<file path="src/core/mon_pkg.sv">
package mon_pkg;
  // Register offsets (byte addresses, 8-bit data)
  localparam logic [7:0] CHANNEL_SLOT_CONTROL_REGISTER = 8'h00;
  localparam logic [7:0] HANDSHAKE_CONTROL_REGISTER    = 8'h04;
  localparam logic [7:0] HANDSHAKE_STATUS_REGISTER     = 8'h08;
  localparam logic [7:0] CHANNEL_STATE_REGISTER        = 8'h0C;
  localparam logic [7:0] TRANSMIT_BYTE_REGISTER        = 8'h10;
  localparam logic [7:0] RECEIVE_BYTE_REGISTER         = 8'h14;
  localparam logic [7:0] CHANNEL_CONFIG_REGISTER       = 8'h18;
  // Slot control fields: [2:0] channel, [3] line select, [4] enable
  localparam int CH_LSB = 0;
  localparam int LINE_BIT = 3;
  localparam int EN_BIT = 4;
  localparam logic [7:0] SLOT_CTRL_RESET = 8'h10;
  // Handshake control bits
  localparam int TXC_BIT = 0;
  localparam int RXC_BIT = 1;
  localparam int IE_BIT = 2;
  localparam int RIE_BIT = 3;
  // Status bits
  localparam int ACK_BIT = 0;
  localparam int ABT_BIT = 1;
  localparam int RCV_BIT = 2;
  localparam int EOR_BIT = 3;
  // Config bits: [0] timeout enable, [1] terminal mode, [2] slave mode
  localparam int TIMEOUT_ENABLE_BIT_BIT = 0;
  localparam int TERM_BIT = 1;
  localparam int SLAVE_BIT = 2;
  localparam logic [7:0] CONFIG_RESET = 8'h00;
  // Frame layout: 32 bits per channel, 256 bits per frame (8 channels)
  localparam int CH_BITS = 32;
  localparam int MON_OFS = 16;
  localparam int HS_OFS = 30;
  localparam int TERM_CHANNELS = 3;
  // Timing
  localparam int CLK_MHZ = 100;
  localparam int TIMEOUT_US = 5000;
  localparam int TIMEOUT_CYCLES = TIMEOUT_US * CLK_MHZ;
endpackage

</file>
<file path="src/core/mon_slot_if.sv">
`timescale 1ns/1ps
// Frame-level view of the message slot, one strobe per frame
interface mon_slot_if;
  logic       frame_done;
  logic [7:0] rx_byte;
  logic       rx_hs;
  logic       rx_peer;
  logic       collision;
  logic [7:0] tx_byte;
  logic       tx_hs;
  logic       tx_peer;
  modport shifter (output frame_done, rx_byte, rx_hs, rx_peer, collision,
                   input tx_byte, tx_hs, tx_peer);
  modport engine (input frame_done, rx_byte, rx_hs, rx_peer, collision,
                  output tx_byte, tx_hs, tx_peer);
endinterface

</file>
<file path="src/core/slot_shifter.sv">
`timescale 1ns/1ps
// Finds bit clock and frame sync edges, shifts the selected slot in and out
module slot_shifter (
  // Clock and reset
  input  wire logic       sys_clk,
  input  wire logic       resetn,
  // Slot configuration
  input  wire logic [2:0] channel,
  input  wire logic       line_up,
  input  wire logic       enable,
  // Bus pins
  input  wire logic       bit_clk,
  input  wire logic       frame_sync,
  input  wire logic       up_in,
  input  wire logic       down_in,
  output logic            up_out,
  output logic            up_oe,
  output logic            down_out,
  output logic            down_oe,
  // Frame-level view
  mon_slot_if.shifter     slot
);
  logic [1:0] s_clk, s_fs, s_up, s_dn;
  logic       clk_d, fs_seen;
  logic [7:0] bitpos, next_bitpos;
  logic [7:0] rx_sh, next_rx_sh;
  logic       hs_in, peer_in, next_hs_in, next_peer_in;
  logic       coll, next_coll, drv, next_drv, dval, next_dval;
  logic       next_frame_done;
  logic       rise, fall, din, rin;
  logic [7:0] base;
  logic [7:0] rel;

  assign rise = s_clk[1] & ~clk_d;
  assign fall = ~s_clk[1] & clk_d;
  // Own bits are checked on the driven line; the far side talks on the other one
  assign din  = line_up ? s_up[1] : s_dn[1];
  assign rin  = line_up ? s_dn[1] : s_up[1];
  assign base = {channel, 5'h00};
  // Index of the bit sampled at the coming rise or driven after this fall
  assign rel  = bitpos + 8'h01 - base;

  // Next values: drive on falling edge, sample on rising edge
  always_comb begin
    next_bitpos = bitpos;
    next_rx_sh = rx_sh;
    next_hs_in = hs_in;
    next_peer_in = peer_in;
    next_coll = coll;
    next_drv = drv;
    next_dval = dval;
    next_frame_done = 1'b0;
    if (rise) begin
      if (s_fs[1] && !fs_seen) begin
        next_bitpos = 8'h00;
        next_coll = 1'b0;
      end else begin
        next_bitpos = bitpos + 8'h01;
      end
    end
    if (fall && enable) begin
      next_drv = 1'b0;
      next_dval = 1'b1;
      if (rel >= 8'(mon_pkg::MON_OFS) && rel < 8'(mon_pkg::MON_OFS + 8)) begin
        next_drv = 1'b1;
        next_dval = slot.tx_byte[7 - (rel - 8'(mon_pkg::MON_OFS))];
      end else if (rel == 8'(mon_pkg::HS_OFS)) begin
        next_drv = 1'b1;
        next_dval = slot.tx_peer;
      end else if (rel == 8'(mon_pkg::HS_OFS + 1)) begin
        next_drv = 1'b1;
        next_dval = slot.tx_hs;
      end
    end
    if (rise && enable) begin
      // Bit-wise check of what we drove, except the peer bit, against the line
      if (drv && din != dval && rel != 8'(mon_pkg::HS_OFS)) begin
        next_coll = 1'b1;
      end
      if (rel >= 8'(mon_pkg::MON_OFS) && rel < 8'(mon_pkg::MON_OFS + 8)) begin
        next_rx_sh = {rx_sh[6:0], rin};
      end
      if (rel == 8'(mon_pkg::HS_OFS)) begin
        next_peer_in = rin;
      end
      if (rel == 8'(mon_pkg::HS_OFS + 1)) begin
        next_hs_in = rin;
        next_frame_done = 1'b1;
      end
    end
  end

  // Registers, synchronisers included
  always_ff @(posedge sys_clk or negedge resetn) begin
    if (!resetn) begin
      s_clk <= 2'b00;
      s_fs <= 2'b00;
      s_up <= 2'b11;
      s_dn <= 2'b11;
      clk_d <= 1'b0;
      fs_seen <= 1'b0;
      bitpos <= 8'h00;
      rx_sh <= 8'hFF;
      hs_in <= 1'b1;
      peer_in <= 1'b1;
      coll <= 1'b0;
      drv <= 1'b0;
      dval <= 1'b1;
      slot.frame_done <= 1'b0;
      slot.rx_byte <= 8'hFF;
      slot.rx_hs <= 1'b1;
      slot.rx_peer <= 1'b1;
      slot.collision <= 1'b0;
    end else begin
      s_clk <= {s_clk[0], bit_clk};
      s_fs <= {s_fs[0], frame_sync};
      s_up <= {s_up[0], up_in};
      s_dn <= {s_dn[0], down_in};
      clk_d <= s_clk[1];
      if (rise) begin
        fs_seen <= s_fs[1];
      end
      bitpos <= next_bitpos;
      rx_sh <= next_rx_sh;
      hs_in <= next_hs_in;
      peer_in <= next_peer_in;
      coll <= next_coll;
      drv <= next_drv;
      dval <= next_dval;
      slot.frame_done <= next_frame_done;
      if (next_frame_done) begin
        slot.rx_byte <= rx_sh;
        slot.rx_hs <= next_hs_in;
        slot.rx_peer <= peer_in;
        slot.collision <= next_coll; // Includes the check of the last own bit
      end
    end
  end

  // Own bits go out on the selected line only
  assign up_out   = dval;
  assign down_out = dval;
  assign up_oe    = drv & line_up;
  assign down_oe  = drv & ~line_up;
endmodule // slot_shifter

</file>
<file path="src/core/handshake_engine.sv">
`timescale 1ns/1ps
module handshake_engine (
  // Clock and reset
  input  wire logic       sys_clk,
  input  wire logic       resetn,
  // Register port
  input  wire logic [7:0] addr,
  input  wire logic [7:0] wdata,
  input  wire logic       wr,
  input  wire logic       rd,
  output logic      [7:0] rdata,
  // Frame bus pins
  input  wire logic       bit_clk,
  input  wire logic       frame_sync,
  input  wire logic       up_in,
  input  wire logic       down_in,
  output logic            up_out,
  output logic            up_oe,
  output logic            down_out,
  output logic            down_oe,
  // Strap
  input  wire logic       slave_strap
);
  typedef enum logic [2:0] {
    TX_IDLE  = 3'b000,
    TX_FIRST = 3'b001,
    TX_WAIT  = 3'b010,
    TX_GAP   = 3'b011,
    TX_END   = 3'b100
  } tx_state_t;

  mon_slot_if slot ();

  logic [7:0] slot_ctrl, ctrl, status, cfg, tx_byte, rx_byte;
  logic [7:0] next_slot_ctrl, next_ctrl, next_status, next_cfg, next_tx_byte, next_rx_byte;
  logic [7:0] next_rdata;
  tx_state_t  tx_st, next_tx_st;
  logic [1:0] end_cnt, next_end_cnt;
  logic       tx_hs, next_tx_hs, tx_new, next_tx_new;
  logic       rx_act, next_rx_act, rx_hs, next_rx_hs, rx_pend, next_rx_pend;
  logic       rx_first, next_rx_first, rx_gap, next_rx_gap;
  logic       rx_ack, next_rx_ack;
  logic [7:0] prev_byte, next_prev_byte;
  logic       prev_mx, next_prev_mx, prev_mr, next_prev_mr;
  logic       look_ok, next_look_ok;
  logic [31:0] tmr, next_tmr;
  logic       strap_done;
  logic       active;
  logic [2:0] ch_sel;
  logic       slave;

  // Terminal mode sends any selection past the three channels to channel 0
  assign ch_sel = (cfg[mon_pkg::TERM_BIT] &&
                   slot_ctrl[2:0] >= 3'(mon_pkg::TERM_CHANNELS)) ? 3'h0 : slot_ctrl[2:0];
  assign slave = cfg[mon_pkg::SLAVE_BIT];
  assign active = (tx_st != TX_IDLE) | rx_act;
  // An idle transmitter sends all ones so the slot reads as released
  assign slot.tx_byte = (tx_st == TX_IDLE) ? 8'hFF : tx_byte;
  assign slot.tx_hs = tx_hs;
  assign slot.tx_peer = rx_hs;

  slot_shifter u_shift (
    .sys_clk    (sys_clk),
    .resetn     (resetn),
    .channel    (ch_sel),
    .line_up    (slot_ctrl[mon_pkg::LINE_BIT]),
    .enable     (slot_ctrl[mon_pkg::EN_BIT]),
    .bit_clk    (bit_clk),
    .frame_sync (frame_sync),
    .up_in      (up_in),
    .down_in    (down_in),
    .up_out     (up_out),
    .up_oe      (up_oe),
    .down_out   (down_out),
    .down_oe    (down_oe),
    .slot       (slot)
  );

  // Registers, transmit and receive machines; hardware sets win over clears
  always_comb begin
    next_slot_ctrl = slot_ctrl;
    next_ctrl = ctrl;
    next_cfg = cfg;
    next_status = status;
    next_tx_byte = tx_byte;
    next_rx_byte = rx_byte;
    next_tx_st = tx_st;
    next_end_cnt = end_cnt;
    next_tx_hs = tx_hs;
    next_tx_new = tx_new;
    next_rx_act = rx_act;
    next_rx_hs = rx_hs;
    next_rx_pend = rx_pend;
    next_rx_ack = rx_ack;
    next_rx_first = rx_first;
    next_rx_gap = rx_gap;
    next_prev_byte = prev_byte;
    next_prev_mx = prev_mx;
    next_prev_mr = prev_mr;
    next_look_ok = look_ok;
    next_tmr = tmr;
    next_rdata = 8'h00;
    // Host reads; status clears on read
    if (rd) begin
      unique case (addr)
        mon_pkg::CHANNEL_SLOT_CONTROL_REGISTER: next_rdata = slot_ctrl;
        mon_pkg::HANDSHAKE_CONTROL_REGISTER:    next_rdata = ctrl;
        mon_pkg::HANDSHAKE_STATUS_REGISTER: begin
          next_rdata = status;
          next_status = 8'h00;
        end
        mon_pkg::CHANNEL_STATE_REGISTER:        next_rdata = {7'h00, active};
        mon_pkg::TRANSMIT_BYTE_REGISTER:        next_rdata = tx_byte;
        mon_pkg::RECEIVE_BYTE_REGISTER: begin
          next_rdata = rx_byte;
          next_rx_pend = 1'b0;
          next_rx_ack = rx_pend | rx_ack;
        end
        mon_pkg::CHANNEL_CONFIG_REGISTER:       next_rdata = cfg;
        default:                                next_rdata = 8'h00;
      endcase
    end
    // Host writes
    if (wr) begin
      unique case (addr)
        mon_pkg::CHANNEL_SLOT_CONTROL_REGISTER: next_slot_ctrl = {3'h0, wdata[4:0]};
        mon_pkg::HANDSHAKE_CONTROL_REGISTER:    next_ctrl = {4'h0, wdata[3:0]};
        mon_pkg::TRANSMIT_BYTE_REGISTER: begin
          next_tx_byte = wdata;
          next_tx_new = 1'b1;
        end
        mon_pkg::CHANNEL_CONFIG_REGISTER:       next_cfg = {5'h00, wdata[2:0]};
        default: ;
      endcase
    end
    // Reply timer, runs only while waiting for an acknowledge
    if ((tx_st == TX_FIRST || tx_st == TX_WAIT) && cfg[mon_pkg::TIMEOUT_ENABLE_BIT_BIT]) begin
      next_tmr = tmr + 32'h1;
    end else begin
      next_tmr = 32'h0;
    end
    if (slot.frame_done) begin
      next_prev_byte = slot.rx_byte;
      next_prev_mx = slot.rx_hs;
      next_prev_mr = slot.rx_peer;
      // Double look on data and the far transmit bit
      next_look_ok = (slot.rx_byte == prev_byte) && (slot.rx_hs == prev_mx);
      // Transmit path
      unique case (tx_st)
        TX_IDLE: begin
          if (ctrl[mon_pkg::TXC_BIT] && tx_new) begin
            next_tx_hs = 1'b0;
            next_tx_new = 1'b0;
            next_tx_st = TX_FIRST;
          end
        end
        TX_FIRST, TX_WAIT: begin
          // The first byte waits for the opening acknowledge with no abort on a high peer bit; only a collision, the reply timer or a cleared transmit control ends it
          if (slot.collision ||
              (tmr >= 32'(mon_pkg::TIMEOUT_CYCLES))) begin
            next_tx_hs = 1'b1;
            next_end_cnt = 2'd0;
            next_tx_st = TX_END;
            next_status[mon_pkg::ABT_BIT] = 1'b1;
          end else if (slot.rx_peer && prev_mr && tx_st == TX_WAIT) begin
            next_tx_hs = 1'b1;
            next_end_cnt = 2'd0;
            next_tx_st = TX_END;
            next_status[mon_pkg::ABT_BIT] = 1'b1;
          end else if (!slot.rx_peer && (prev_mr || tx_st == TX_FIRST)) begin
            next_status[mon_pkg::ACK_BIT] = 1'b1;
            next_tx_st = TX_WAIT;
            if (!ctrl[mon_pkg::TXC_BIT]) begin
              next_tx_hs = 1'b1;
              next_end_cnt = 2'd0;
              next_tx_st = TX_END;
            end else if (tx_new) begin
              next_tx_hs = 1'b1;
              next_tx_new = 1'b0;
              next_tx_st = TX_GAP;
            end
          end else if (!ctrl[mon_pkg::TXC_BIT]) begin
            next_tx_hs = 1'b1;
            next_end_cnt = 2'd0;
            next_tx_st = TX_END;
          end
          // Otherwise the same byte repeats with the bit low
        end
        TX_GAP: begin
          next_tx_hs = 1'b0;
          next_tx_st = TX_WAIT;
        end
        TX_END: begin
          next_tx_hs = 1'b1;
          if (end_cnt != 2'd2) begin
            next_end_cnt = end_cnt + 2'd1;
          end
          if (end_cnt != 2'd0 && !ctrl[mon_pkg::TXC_BIT] && slot.rx_peer) begin
            next_tx_st = TX_IDLE;
          end
        end
        default: next_tx_st = TX_IDLE;
      endcase
      // Receive path
      next_rx_hs = 1'b1;
      if (slot.rx_hs && prev_mx) begin
        if (rx_act) begin
          next_status[mon_pkg::EOR_BIT] = 1'b1;
        end
        next_rx_act = 1'b0;
        next_rx_first = 1'b0;
      end else if (!slot.rx_hs && prev_mx && !next_look_ok) begin
        next_look_ok = 1'b0; // Waits for a second identical frame
      end else if (!slot.rx_hs && next_look_ok) begin
        if (!rx_act && !rx_first) begin
          next_rx_byte = slot.rx_byte;
          next_rx_first = 1'b1;
          next_rx_pend = 1'b1;
          next_rx_gap = 1'b0;
          if (ctrl[mon_pkg::RIE_BIT]) begin
            next_status[mon_pkg::RCV_BIT] = 1'b1;
          end
        end else if (rx_act && rx_gap) begin
          next_rx_byte = slot.rx_byte;
          next_rx_pend = 1'b1;
          next_rx_gap = 1'b0;
          if (ctrl[mon_pkg::RIE_BIT] && ctrl[mon_pkg::RXC_BIT]) begin
            next_status[mon_pkg::RCV_BIT] = 1'b1;
          end
        end
      end else if (slot.rx_hs && rx_act) begin
        next_rx_gap = 1'b1;
      end
      if (ctrl[mon_pkg::RXC_BIT] && (rx_first || rx_act)) begin
        next_rx_act = 1'b1;
        next_rx_first = 1'b0;
        // Bit high for one frame marks the acknowledge of a new read
        // Bit stays active while a byte waits unread, so the sender stalls
        next_rx_hs = rx_ack;
        if (rx_ack) begin
          next_rx_ack = 1'b0;
        end
      end
      if (!ctrl[mon_pkg::RXC_BIT] && rx_act) begin
        next_rx_hs = 1'b1;
        next_rx_act = !(slot.rx_hs && prev_mx);
      end
      if (slave && rx_act && slot.collision) begin
        next_rx_hs = 1'b1;
      end
    end
  end

  // Plain registers only; the strap is caught after reset release
  always_ff @(posedge sys_clk or negedge resetn) begin
    if (!resetn) begin
      slot_ctrl <= mon_pkg::SLOT_CTRL_RESET;
      ctrl <= 8'h00;
      cfg <= mon_pkg::CONFIG_RESET;
      status <= 8'h00;
      tx_byte <= 8'hFF;
      rx_byte <= 8'hFF;
      rdata <= 8'h00;
      tx_st <= TX_IDLE;
      end_cnt <= 2'd0;
      tx_hs <= 1'b1;
      tx_new <= 1'b0;
      rx_act <= 1'b0;
      rx_hs <= 1'b1;
      rx_pend <= 1'b0;
      rx_ack <= 1'b0;
      rx_first <= 1'b0;
      rx_gap <= 1'b0;
      prev_byte <= 8'hFF;
      prev_mx <= 1'b1;
      prev_mr <= 1'b1;
      look_ok <= 1'b0;
      tmr <= 32'h0;
      strap_done <= 1'b0;
    end else begin
      slot_ctrl <= next_slot_ctrl;
      ctrl <= next_ctrl;
      cfg <= next_cfg;
      strap_done <= 1'b1;
      if (!strap_done) begin
        cfg[mon_pkg::SLAVE_BIT] <= slave_strap;
      end
      status <= next_status;
      tx_byte <= next_tx_byte;
      rx_byte <= next_rx_byte;
      rdata <= next_rdata;
      tx_st <= next_tx_st;
      end_cnt <= next_end_cnt;
      tx_hs <= next_tx_hs;
      tx_new <= next_tx_new;
      rx_act <= next_rx_act;
      rx_hs <= next_rx_hs;
      rx_pend <= next_rx_pend;
      rx_ack <= next_rx_ack;
      rx_first <= next_rx_first;
      rx_gap <= next_rx_gap;
      prev_byte <= next_prev_byte;
      prev_mx <= next_prev_mx;
      prev_mr <= next_prev_mr;
      look_ok <= next_look_ok;
      tmr <= next_tmr;
    end
  end
endmodule // handshake_engine

</file>
<file path="config.mk">
export PLATFORM = sky130hd
export DESIGN_NAME = handshake_engine
export DESIGN_NICKNAME = d
export VERILOG_FILES = /design/src/core/mon_pkg.sv /design/src/core/mon_slot_if.sv /design/src/core/slot_shifter.sv /design/src/core/handshake_engine.sv
export SDC_FILE = /design/constraint.sdc
export NUM_CORES = 1
export LEC_CHECK = 0
export BUFFER_PORTS_ARGS = -buffer_cell sky130_fd_sc_hd__buf_2
export CORE_AREA = 2 2 137 139
export DETAILED_ROUTE_END_ITERATION = 6
export DIE_AREA = 0 0 139 141
export GPL_TIMING_DRIVEN = 0
export PLACE_DENSITY_LB_ADDON = 0.12
export SLEW_MARGIN = 25
export SYNTH_ARGS = -nofsm -noshare
export SYNTH_HDL_FRONTEND = slang
export SYNTH_HIERARCHICAL = 1
export SYNTH_SLANG_ARGS = --single-unit
</file>
<file path="constraint.sdc">
create_clock -name sys_clk -period 3.6 [get_ports sys_clk]
set_input_delay 0 -clock sys_clk [delete_from_list [all_inputs] [get_ports sys_clk]]
set_output_delay 0 -clock sys_clk [all_outputs]
set_load 0.02 [all_outputs]
</file>
* After elaboration in Yosys (flattened, before gate mapping)
Cells that the tools add are included.
** Word-level totals
- Bits in registers :: 139
- Input bits :: 25
- Output and inout bits :: 12
- Word-level logic and storage cells :: 262
** Cells by class
- Add/sub/neg operators :: 6
- Magnitude comparators :: 5
- Equal/unequal tests :: 27
- Multiplexer cells :: 106
- Bitwise gates (word level) :: 11
- Reduce and logical (&&, ||, !) cells :: 66
** Operator list (count)
- 1-bit 2-to-1 mux :: 76
- 8-bit one-hot mux with 7 select lines :: 1
- 8-bit by 5-bit equality test with 1-bit output, second input constant :: 5
- 8-bit 2-to-1 mux :: 5
- 32-bit by 1-bit adder with 32-bit output, second input constant :: 1
- 32-bit by 19-bit >= comparator with 1-bit output, second input constant :: 1
- 32-bit by 4-bit < comparator with 1-bit output, second input constant :: 1
- 32-bit 2-to-1 mux :: 1
- 3-bit by 32-bit subtractor with 32-bit output, first input constant :: 1
- 3-bit 2-to-1 mux :: 10
- 1-bit logical AND :: 27
- 8-bit by 4-bit equality test with 1-bit output, second input constant :: 2
- 2-bit AND reduction :: 8
- 5-bit AND reduction :: 3
- 4-bit 2-to-1 mux :: 3
- 3-bit one-hot mux with 4 select lines :: 1
- 4-bit AND reduction :: 3
- 3-bit nonzero test :: 4
- 2-bit 2-to-1 mux :: 5
- 5-bit inequality test, second input constant :: 2
- 1-bit logical NOT :: 9
- 8-bit by 5-bit subtractor with 9-bit output, second input constant :: 1
- 8-bit by 1-bit adder with 8-bit output, second input constant :: 1
- 8-bit by 3-bit equality test with 1-bit output, second input constant :: 1
- other kinds (29) :: 49

* Logic depth before layout (Yosys ltp)
Gate-level depths: netlist of run 1.
- Depth in word-level cells :: 10
- Mapped depth :: 13
- Depth with buffers taken out :: 11

* Cells and area by module
The synthesis of run 1 kept the hierarchy.
** Modules (own cells, without submodules)
- handshake_engine :: instances 1, cells an instance 466, area an instance 4981.0 µm², sequential area each 2438.6 µm²
- slot_shifter :: instances 1, cells an instance 159, area an instance 2099.5 µm², sequential area each 1081.0 µm²

* Worst setup path after synthesis of run 1
No wires, ideal clock.
- Path kind :: flip-flop to flip-flop
- From :: reg u_shift.bitpos[0]
- To :: reg u_shift.slot.collision
- Setup time :: 0.125 ns
- Arrival :: 3.017 ns
- Required time :: 3.475 ns
- Path slack :: 0.458 ns
- Stages on the path, launching flop included :: 14
- Path buffers :: 2
- Period minus slack after synthesis :: 3.142 ns
- Path through :: dfrtp_1 > buf_2 > and3_1 > nand3_1 > xor2_1 > ha_1 > inv_1 > fa_1 > or3b_4 > mux2i_4 > and3_4 > nand4_4 > buf_6 > mux2_4
** Between the ends
- Longest elaborated chain between the ends :: 6
- Elaborated cells on any way between the ends :: 9
- Those cells by class :: 2 x add/sub; 2 x eq/ne; 4 x mux; 1 x reduce/logical
** RTL lines
- start: declaration :: line slot_shifter.sv:25 : logic [7:0] bitpos, next_bitpos;
- start signal: assignment :: line slot_shifter.sv:123 : bitpos <= next_bitpos;
- 8-bit by 1-bit adder with 8-bit output * :: line slot_shifter.sv:41 : assign rel = bitpos + 8'h01 - base;
- 8-bit subtractor * :: line slot_shifter.sv:41
- 8-bit by 5-bit inequality test with 1-bit output :: line slot_shifter.sv:77 : if (drv && din != dval && rel != 8'(mon_pkg::HS_OFS)) begin
- 1-bit logical AND :: line slot_shifter.sv:77
- 1-bit 2-to-1 mux :: line slot_shifter.sv:77
- 1-bit 2-to-1 mux :: line slot_shifter.sv:75 : if (rise && enable) begin
- end signal: assignment :: line slot_shifter.sv:135 : slot.collision <= next_coll;
- end: declaration :: line mon_slot_if.sv:12 : modport shifter (output frame_done, rx_byte, rx_hs, rx_peer, collision,
Mark *: on every way between the ends. The rest lies on a longest branch, timed or not.
A chain may end at the register's enable or synchronous reset.

* Worst setup path in the final report of run 1
Same ends and word-level chain as after synthesis.

==> results.py, run 1 <==
metrics = {
    "yosys": {
        "synth_edf_count": 0,
        "synth.largest_area_cell": "dfrtp_1",
        "syn-num-nets": 661,
        "yosysSeqAreaShare_pct": 49.71,
        "ys.flop_type": "dfrtp_1",
        "synth.distinct_cells": 77,
        "syn_area_um2": 7081,
        "synthTopCellsByArea": "dfrtp_1 30%, dfstp_2 20%, mux2_2 5.2%",
        "ys_async_sr_fraction_pct": 100.0,
        "yosysWarningCount": 6,
        "synth.avg_cell_area_um2": 11.33,
        "netlist.area_leader.share_pct": 30.04,
        "syn_inst": 625,
        "ys_ff_latch": 138,
    },
    "layout": {
        "final_common_cell": "dfrtp_1",
        "syn2layout_area_growth_pct": 18.24,
        "drive_above_1_share_pct": 32.54,
        "fin_util_pct": 45.83,
        "design_area_um2": 8372,
        "multi_input_area_um2": 3326,
        "nFillCells": 1683,
        "regArea_um2": 3520,
        "nets": 733,
        "final_cell_mix": "85 x dfrtp_1, 56 x nor2_1, 53 x dfstp_2",
    },
    "setup_path": {
        "endpoint_kind": "flip-flop",
        "crit_arrival_ns": 3.71,
        "start_kind": "flip-flop",
        "crit-reg2reg-launch": "u_shift/bitpos[0]",
        "rrSetupSlack_ns": 0.20,
        "r2r_cells": 13,
        "r2r_end": "u_shift/slot.collision",
        "cp_max_fo": 9,
        "crit_required_ns": 3.91,
        "crit_type": "flip-flop to flip-flop",
    },
    "timing": {
        "timing.fmax_mhz": 294.1,
        "fin_setup_tns_ns": 0,
        "min_period_ns": 3.400,
        "setup_ws_ns": 0.2000,
        "timing.hold.ws_ns": 0.05365,
        "tightest_slew_ns": 0.6407,
        "fin_skew_ns": 0.009043,
        "period_share_pct": 94.45,
        "rsz0062_at_grt": "false",
        "maxSlewViolCount": 0,
        "finalSetupViolCount": 0,
        "slew_headroom_pct": 57.29,
        "hold_viol_final": 0,
    },
    "floorplan": {
        "die_h_um": 141,
        "dieArea_um2": 19600,
        "rows": 50,
        "core_um2": 18270,
        "initial_core_util_pct": 38.76,
        "die_w_um": 139,
        "io_pins": 37,
    },
    "grt": {
        "grt_max_degree": 92,
        "grt_pass1_vias": 5068,
        "antenna_found_initial": 0,
        "grt_util_all_layers_pct": 17.02,
        "grt_first_pass_wirelength_um": 26510,
        "gr-total-overflow": 0,
    },
    "routing": {
        "vias": 4994,
        "firstDrtPassIters": 5,
        "postRouteAntennaNets": 0,
        "drt-initial-drc-count": 210,
        "wl_per_cell_um": 16.75,
        "routed_wl_um": 15830,
        "via_per_inst": 5.285,
        "drc_errors": 0,
    },
    "placed_design": {
        "port_buffers": 35,
        "placed_area_um2": 7586,
        "dp_hpwl_um": 11220,
        "gp_congestion": 0.8220,
        "pre_cts_ws_ns": 0.03145,
    },
    "cts": {
        "clockBufferDepth": 2,
        "worstSkewPairLatency_ns": 0.42,
        "cts-root-buf": "clkbuf_16",
        "path_clk_slew_ns": 0.06,
        "cts_buffers": 17,
        "cts_tree": "done",
        "cts_sinks": 138,
        "htreeDepth": 4,
    },
    "min_path": {
        "hp-class": "primary input to flip-flop",
        "worstHoldPathCells": 4,
        "min_delay_worst_endpoint": "rdata[0]",
        "min-delay-start": "addr[2]",
    },
    "power_and_ir_drop": {
        "p_per_area_nw_per_um2": 441.7,
        "combPwrFrac_pct": 7.7,
        "peakVddDrop_v": 0.0003352,
        "switching_power_uw": 982.0,
        "p_seq_share_pct": 44.4,
        "pwr-share-clk_pct": 47.9,
        "p_leak_nw": 3.523,
        "switching_share_pct": 26.56,
        "internal-power_mw": 2.716,
    },
    "flow_run": {
        "cap_violations": 0,
    },
    "outcome": {
        "status": "finished, final reports clean",
    },
}
==> kinds of logic after synthesis <==
kind of cell               share of synthesized area [%]
DFF                                                49.71
AOI/OAI and AO/OA                                  8.040
and+or+nand+nor                                    17.56
adders and majority gates                          2.050
other                                            0.05296
muxes                                              13.75
buffers and inverters                              3.446
xor gates and xnor gates                           5.390
==> registers in the layout, summed over array words and instances, names as in the netlist, 3 cells and up <==
name / flops
u_shift/slot.rx_byte: 8
rdata: 8
slot_ctrl: 5
rx_byte: 8
tx_st: 3
u_shift/rx_sh: 8
prev_byte: 8
cfg: 3
tmr: 32
u_shift/bitpos: 8
status: 4
tx_byte: 8
ctrl: 4
==> worst max-delay path by stage <==
stage	from	cells after the start	end	slack, ns
global route	u_shift/bitpos[0]	13	u_shift/slot.collision	0.03
detailed placement	u_shift/bitpos[0]	13	u_shift/slot.collision	0.03
CTS	u_shift/bitpos[0]	13	u_shift/slot.collision	0.03
global placement	u_shift/bitpos[0]	13	u_shift/slot.collision	0.12
floorplan	u_shift/bitpos[0]	13	u_shift/slot.collision	0.46
finish	u_shift/bitpos[0]	13	u_shift/slot.collision	0.20
==> synth_stat cells, types with 3 or more instances <==
cell / number
and4_1: 3
o22a_1: 3
nand4_1: 14
and2_1: 7
a31oi_1: 12
mux2_4: 24
buf_2: 8
and3_1: 11
mux2i_1: 14
inv_1: 23
xnor2_1: 28
nor3_1: 10
a21oi_1: 17
mux4_2: 3
nor4_1: 6
o22ai_1: 3
buf_6: 4
xor2_1: 11
nor2_1: 56
or2_2: 8
or3_1: 4
dfrtp_1: 85
nand3_1: 18
nor2b_1: 8
o21ai_0: 30
nand2_1: 39
ha_1: 10
mux2_2: 33
nand2b_1: 9
dfstp_2: 53
clkbuf_1: 11
==> final cells by class <==
class,instances,share of cell area [%]
sequential,138,42.04
multi-input combinational,438,39.73
clock buffer,17,5.081
timing repair buffer,53,4.543
tap,234,3.497
clock inverter,15,2.033
buffer,26,2.018
inverter,23,1.031
antenna,1,0.02989
==> worst max-delay path: stages (launching register included) <==
cell     delay, ns
dfrtp_1       0.38
buf_4         0.18
and3_2        0.23
nand3_1       0.12
xor2_2        0.18
ha_1          0.18
inv_1         0.06
fa_1          0.42
or3b_4        0.39
mux2i_4       0.19
and3_4        0.24
nand4_4       0.17
buf_12        0.22
mux2_4        0.29
==> layer usage <==
layer | routed length (um) | GRT usage, % | up-vias
met2 | 7754 | 28.18 | 86
li1 | - | - | 2366
met1 | 7352 | 22.08 | 2523
met4 | 207 | 5.582 | 0
met5 | 0 | 0 | -
met3 | 517 | 4.110 | 19
==> metrics by stage <==
step                total power, mW  std cells
floorplan                     1.823        625
global placement              1.927        894
detailed placement            1.939        895
CTS                           3.743        943
global route                  3.843        944
finish                        3.698        945
==> power by group through the flow <==
stage,sequential (mW),clock [mW],combinational [mW]
5_1_grt,1.65,1.88,0.315
2_1_floorplan,1.66,0,0.165
3_3_place_gp,1.67,0,0.261
3_5_place_dp,1.67,0,0.272
4_1_cts,1.64,1.82,0.286
6_report,1.64,1.77,0.285
==> repair_timing <==
item / in CTS / in global routing
setup buffers: 0 / 1
hold buffers: 16 / 0
endpoints found under the setup margin: 0 / 16
resized for setup: 0 / 6
hold endpoints to repair: 120 / 0
Power figures use the tool's default switching activity.
==> run 2: changes to the inputs <==
--- a/config.mk
+++ b/config.mk
@@ -6,6 +6,7 @@
 export NUM_CORES = 1
 export LEC_CHECK = 0
 export BUFFER_PORTS_ARGS = -buffer_cell sky130_fd_sc_hd__buf_2
+export CAP_MARGIN = 20
 export CORE_AREA = 2 2 137 139
 export DETAILED_ROUTE_END_ITERATION = 6
 export DIE_AREA = 0 0 139 141
==> constraint.sdc (replaced) <==
create_clock -name sys_clk -period 3.8 [get_ports sys_clk]
set_input_delay 0 -clock sys_clk [delete_from_list [all_inputs] [get_ports sys_clk]]
set_output_delay 0 -clock sys_clk [all_outputs]
set_load 0.02 [all_outputs]
==> results.py, run 2 (synthesis results as in run 1) <==
metrics = {
    "min_path": {
        "hp-class": "primary input to flip-flop",
        "min_delay_worst_endpoint": "rdata[0]",
        "min-delay-start": "addr[2]",
        "worstHoldPathCells": 4,
    },
    "timing": {
        "setup_ws_ns": 0.2704,
        "hold_viol_final": 0,
        "finalSetupViolCount": 0,
        "fin_skew_ns": 0.008736,
        "tightest_slew_ns": 0.6393,
        "period_share_pct": 92.88,
        "rsz0062_at_grt": "false",
        "maxSlewViolCount": 0,
        "slew_headroom_pct": 57.38,
        "fin_setup_tns_ns": 0,
        "min_period_ns": 3.530,
        "timing.fmax_mhz": 283.3,
    },
    "layout": {
        "top_register": "tmr",
        "largest_reg_flops": 32,
        "final_cell_mix": "85 x dfrtp_1, 56 x nor2_1, 53 x dfstp_2",
        "fin_cells": 944,
        "syn2layout_area_growth_pct": 17.85,
        "nets": 732,
        "nFillCells": 1686,
        "drive_above_1_share_pct": 32.16,
        "fin_util_pct": 45.68,
        "final_common_cell": "dfrtp_1",
    },
    "floorplan": {
        "core_um2": 18270,
        "initial_core_util_pct": 38.76,
        "io_pins": 37,
        "die_h_um": 141,
        "dieArea_um2": 19600,
        "rows": 50,
        "die_w_um": 139,
    },
    "setup_path": {
        "cp_slowest_cell": "fa_1",
        "endpoint_kind": "flip-flop",
        "cp_max_fo": 9,
        "rrSetupSlack_ns": 0.27,
        "path_cells": "buf_2, and3_1, nand3_1, xor2_1, ha_1, inv_1, fa_1, or3b_4, mux2i_4, and3_4, nand4_4, buf_6, mux2_4",
        "crit_type": "flip-flop to flip-flop",
        "crit-reg2reg-launch": "u_shift/bitpos[0]",
        "start_kind": "flip-flop",
        "cpPeakStageDelay_ns": 0.45,
        "crit_required_ns": 4.11,
        "r2r_end": "u_shift/slot.collision",
        "r2r_cells": 13,
        "crit_arrival_ns": 3.84,
    },
    "routing": {
        "drc_errors": 0,
        "wl_per_cell_um": 16.67,
        "vias": 4955,
        "drt-initial-drc-count": 208,
        "postRouteAntennaNets": 0,
        "firstDrtPassIters": 5,
        "via_per_inst": 5.249,
        "routed_wl_um": 15740,
    },
    "grt": {
        "grt_util_all_layers_pct": 17.02,
        "grt_first_pass_wirelength_um": 26510,
        "grt_max_degree": 92,
        "grt_pass1_vias": 5068,
        "gr-total-overflow": 0,
        "antenna_found_initial": 0,
    },
    "flow_run": {
        "cap_violations": 0,
    },
    "outcome": {
        "status": "finished, final reports clean",
    },
    "power_and_ir_drop": {
        "p_per_area_nw_per_um2": 419.8,
        "peakVddDrop_v": 0.0003208,
        "p_leak_nw": 3.511,
    },
    "cts": {
        "cts_sinks": 138,
        "cts-root-buf": "clkbuf_16",
        "cts_tree": "done",
        "cts_buffers": 17,
        "htreeDepth": 4,
        "postCtsSetupRepairBufs": 0,
        "clockBufferDepth": 2,
        "path_clk_slew_ns": 0.06,
        "worstSkewPairLatency_ns": 0.43,
    },
    "placed_design": {
        "pre_cts_ws_ns": 0.2315,
        "gp_congestion": 0.8220,
        "port_buffers": 35,
        "dp_hpwl_um": 11220,
        "dp.cells": 895,
    },
}
run 2: stage by stage:
step                hold slack, ns  power, mW  instance area, um^2
floorplan                  -0.2956      1.727                 7081
global placement            0.1047      1.825                 7548
detailed placement        -0.07468      1.837                 7586
CTS                        0.03599      3.546                 8342
global route               0.07620      3.639                 8342
finish                     0.04359      3.503                 8344
run 2: timing repair:
action,in CTS,in global routing
resized for setup,0,0
endpoints found under the setup margin,0,0
endpoints found under the hold margin,120,0
hold buffers,16,0
run 2: area by class of cell:
| type | count | area [um^2] | area share (%) |
|---|---|---|---|
| timing repair buffer | 52 | 372.9 | 4.468 |
| antenna | 1 | 2.502 | 0.02999 |
| buffer | 26 | 157.7 | 1.889 |
| inverter | 23 | 86.33 | 1.035 |
| clock buffer | 17 | 425.4 | 5.098 |
| sequential | 138 | 3520 | 42.18 |
| clock inverter | 15 | 170.2 | 2.039 |
| multi-input combinational | 438 | 3317 | 39.75 |
| tap | 234 | 292.8 | 3.509 |
run 2: power by group:
part | total [mW] | internal (mW) | switching, mW
combinational | 0.268 | 0.114 | 0.154
sequential | 1.55 | 1.52 | 0.0371
clock | 1.68 | 0.940 | 0.741
run 2: how the worst max path moves through the flow:
stage / startpoint / to / slack, ns
after global placement: u_shift/bitpos[0] / u_shift/slot.collision / 0.32
final: u_shift/bitpos[0] / u_shift/slot.collision / 0.27
after floorplan: u_shift/bitpos[0] / u_shift/slot.collision / 0.66
after detailed placement: u_shift/bitpos[0] / u_shift/slot.collision / 0.23
after global routing: u_shift/bitpos[0] / u_shift/slot.collision / 0.02
after CTS: u_shift/bitpos[0] / u_shift/slot.collision / 0.23
run 2: metal layers:
layer	global-route usage [%]	share of wire [%]	up-vias
met5	0	0	-
met4	5.582	1.6	0
met3	4.110	3.7	22
met2	28.18	48	89
met1	22.08	46	2477
li1	-	-	2367
run 2: critical path, delay by kind of cell, from the launching register on:
kind | cells | cell delay (ns)
flops | 1 | 0.38
buf+inv | 3 | 0.49
simple gates | 5 | 1.17
mux | 2 | 0.52
xor+xnor | 1 | 0.20
fa+ha+maj | 2 | 0.63
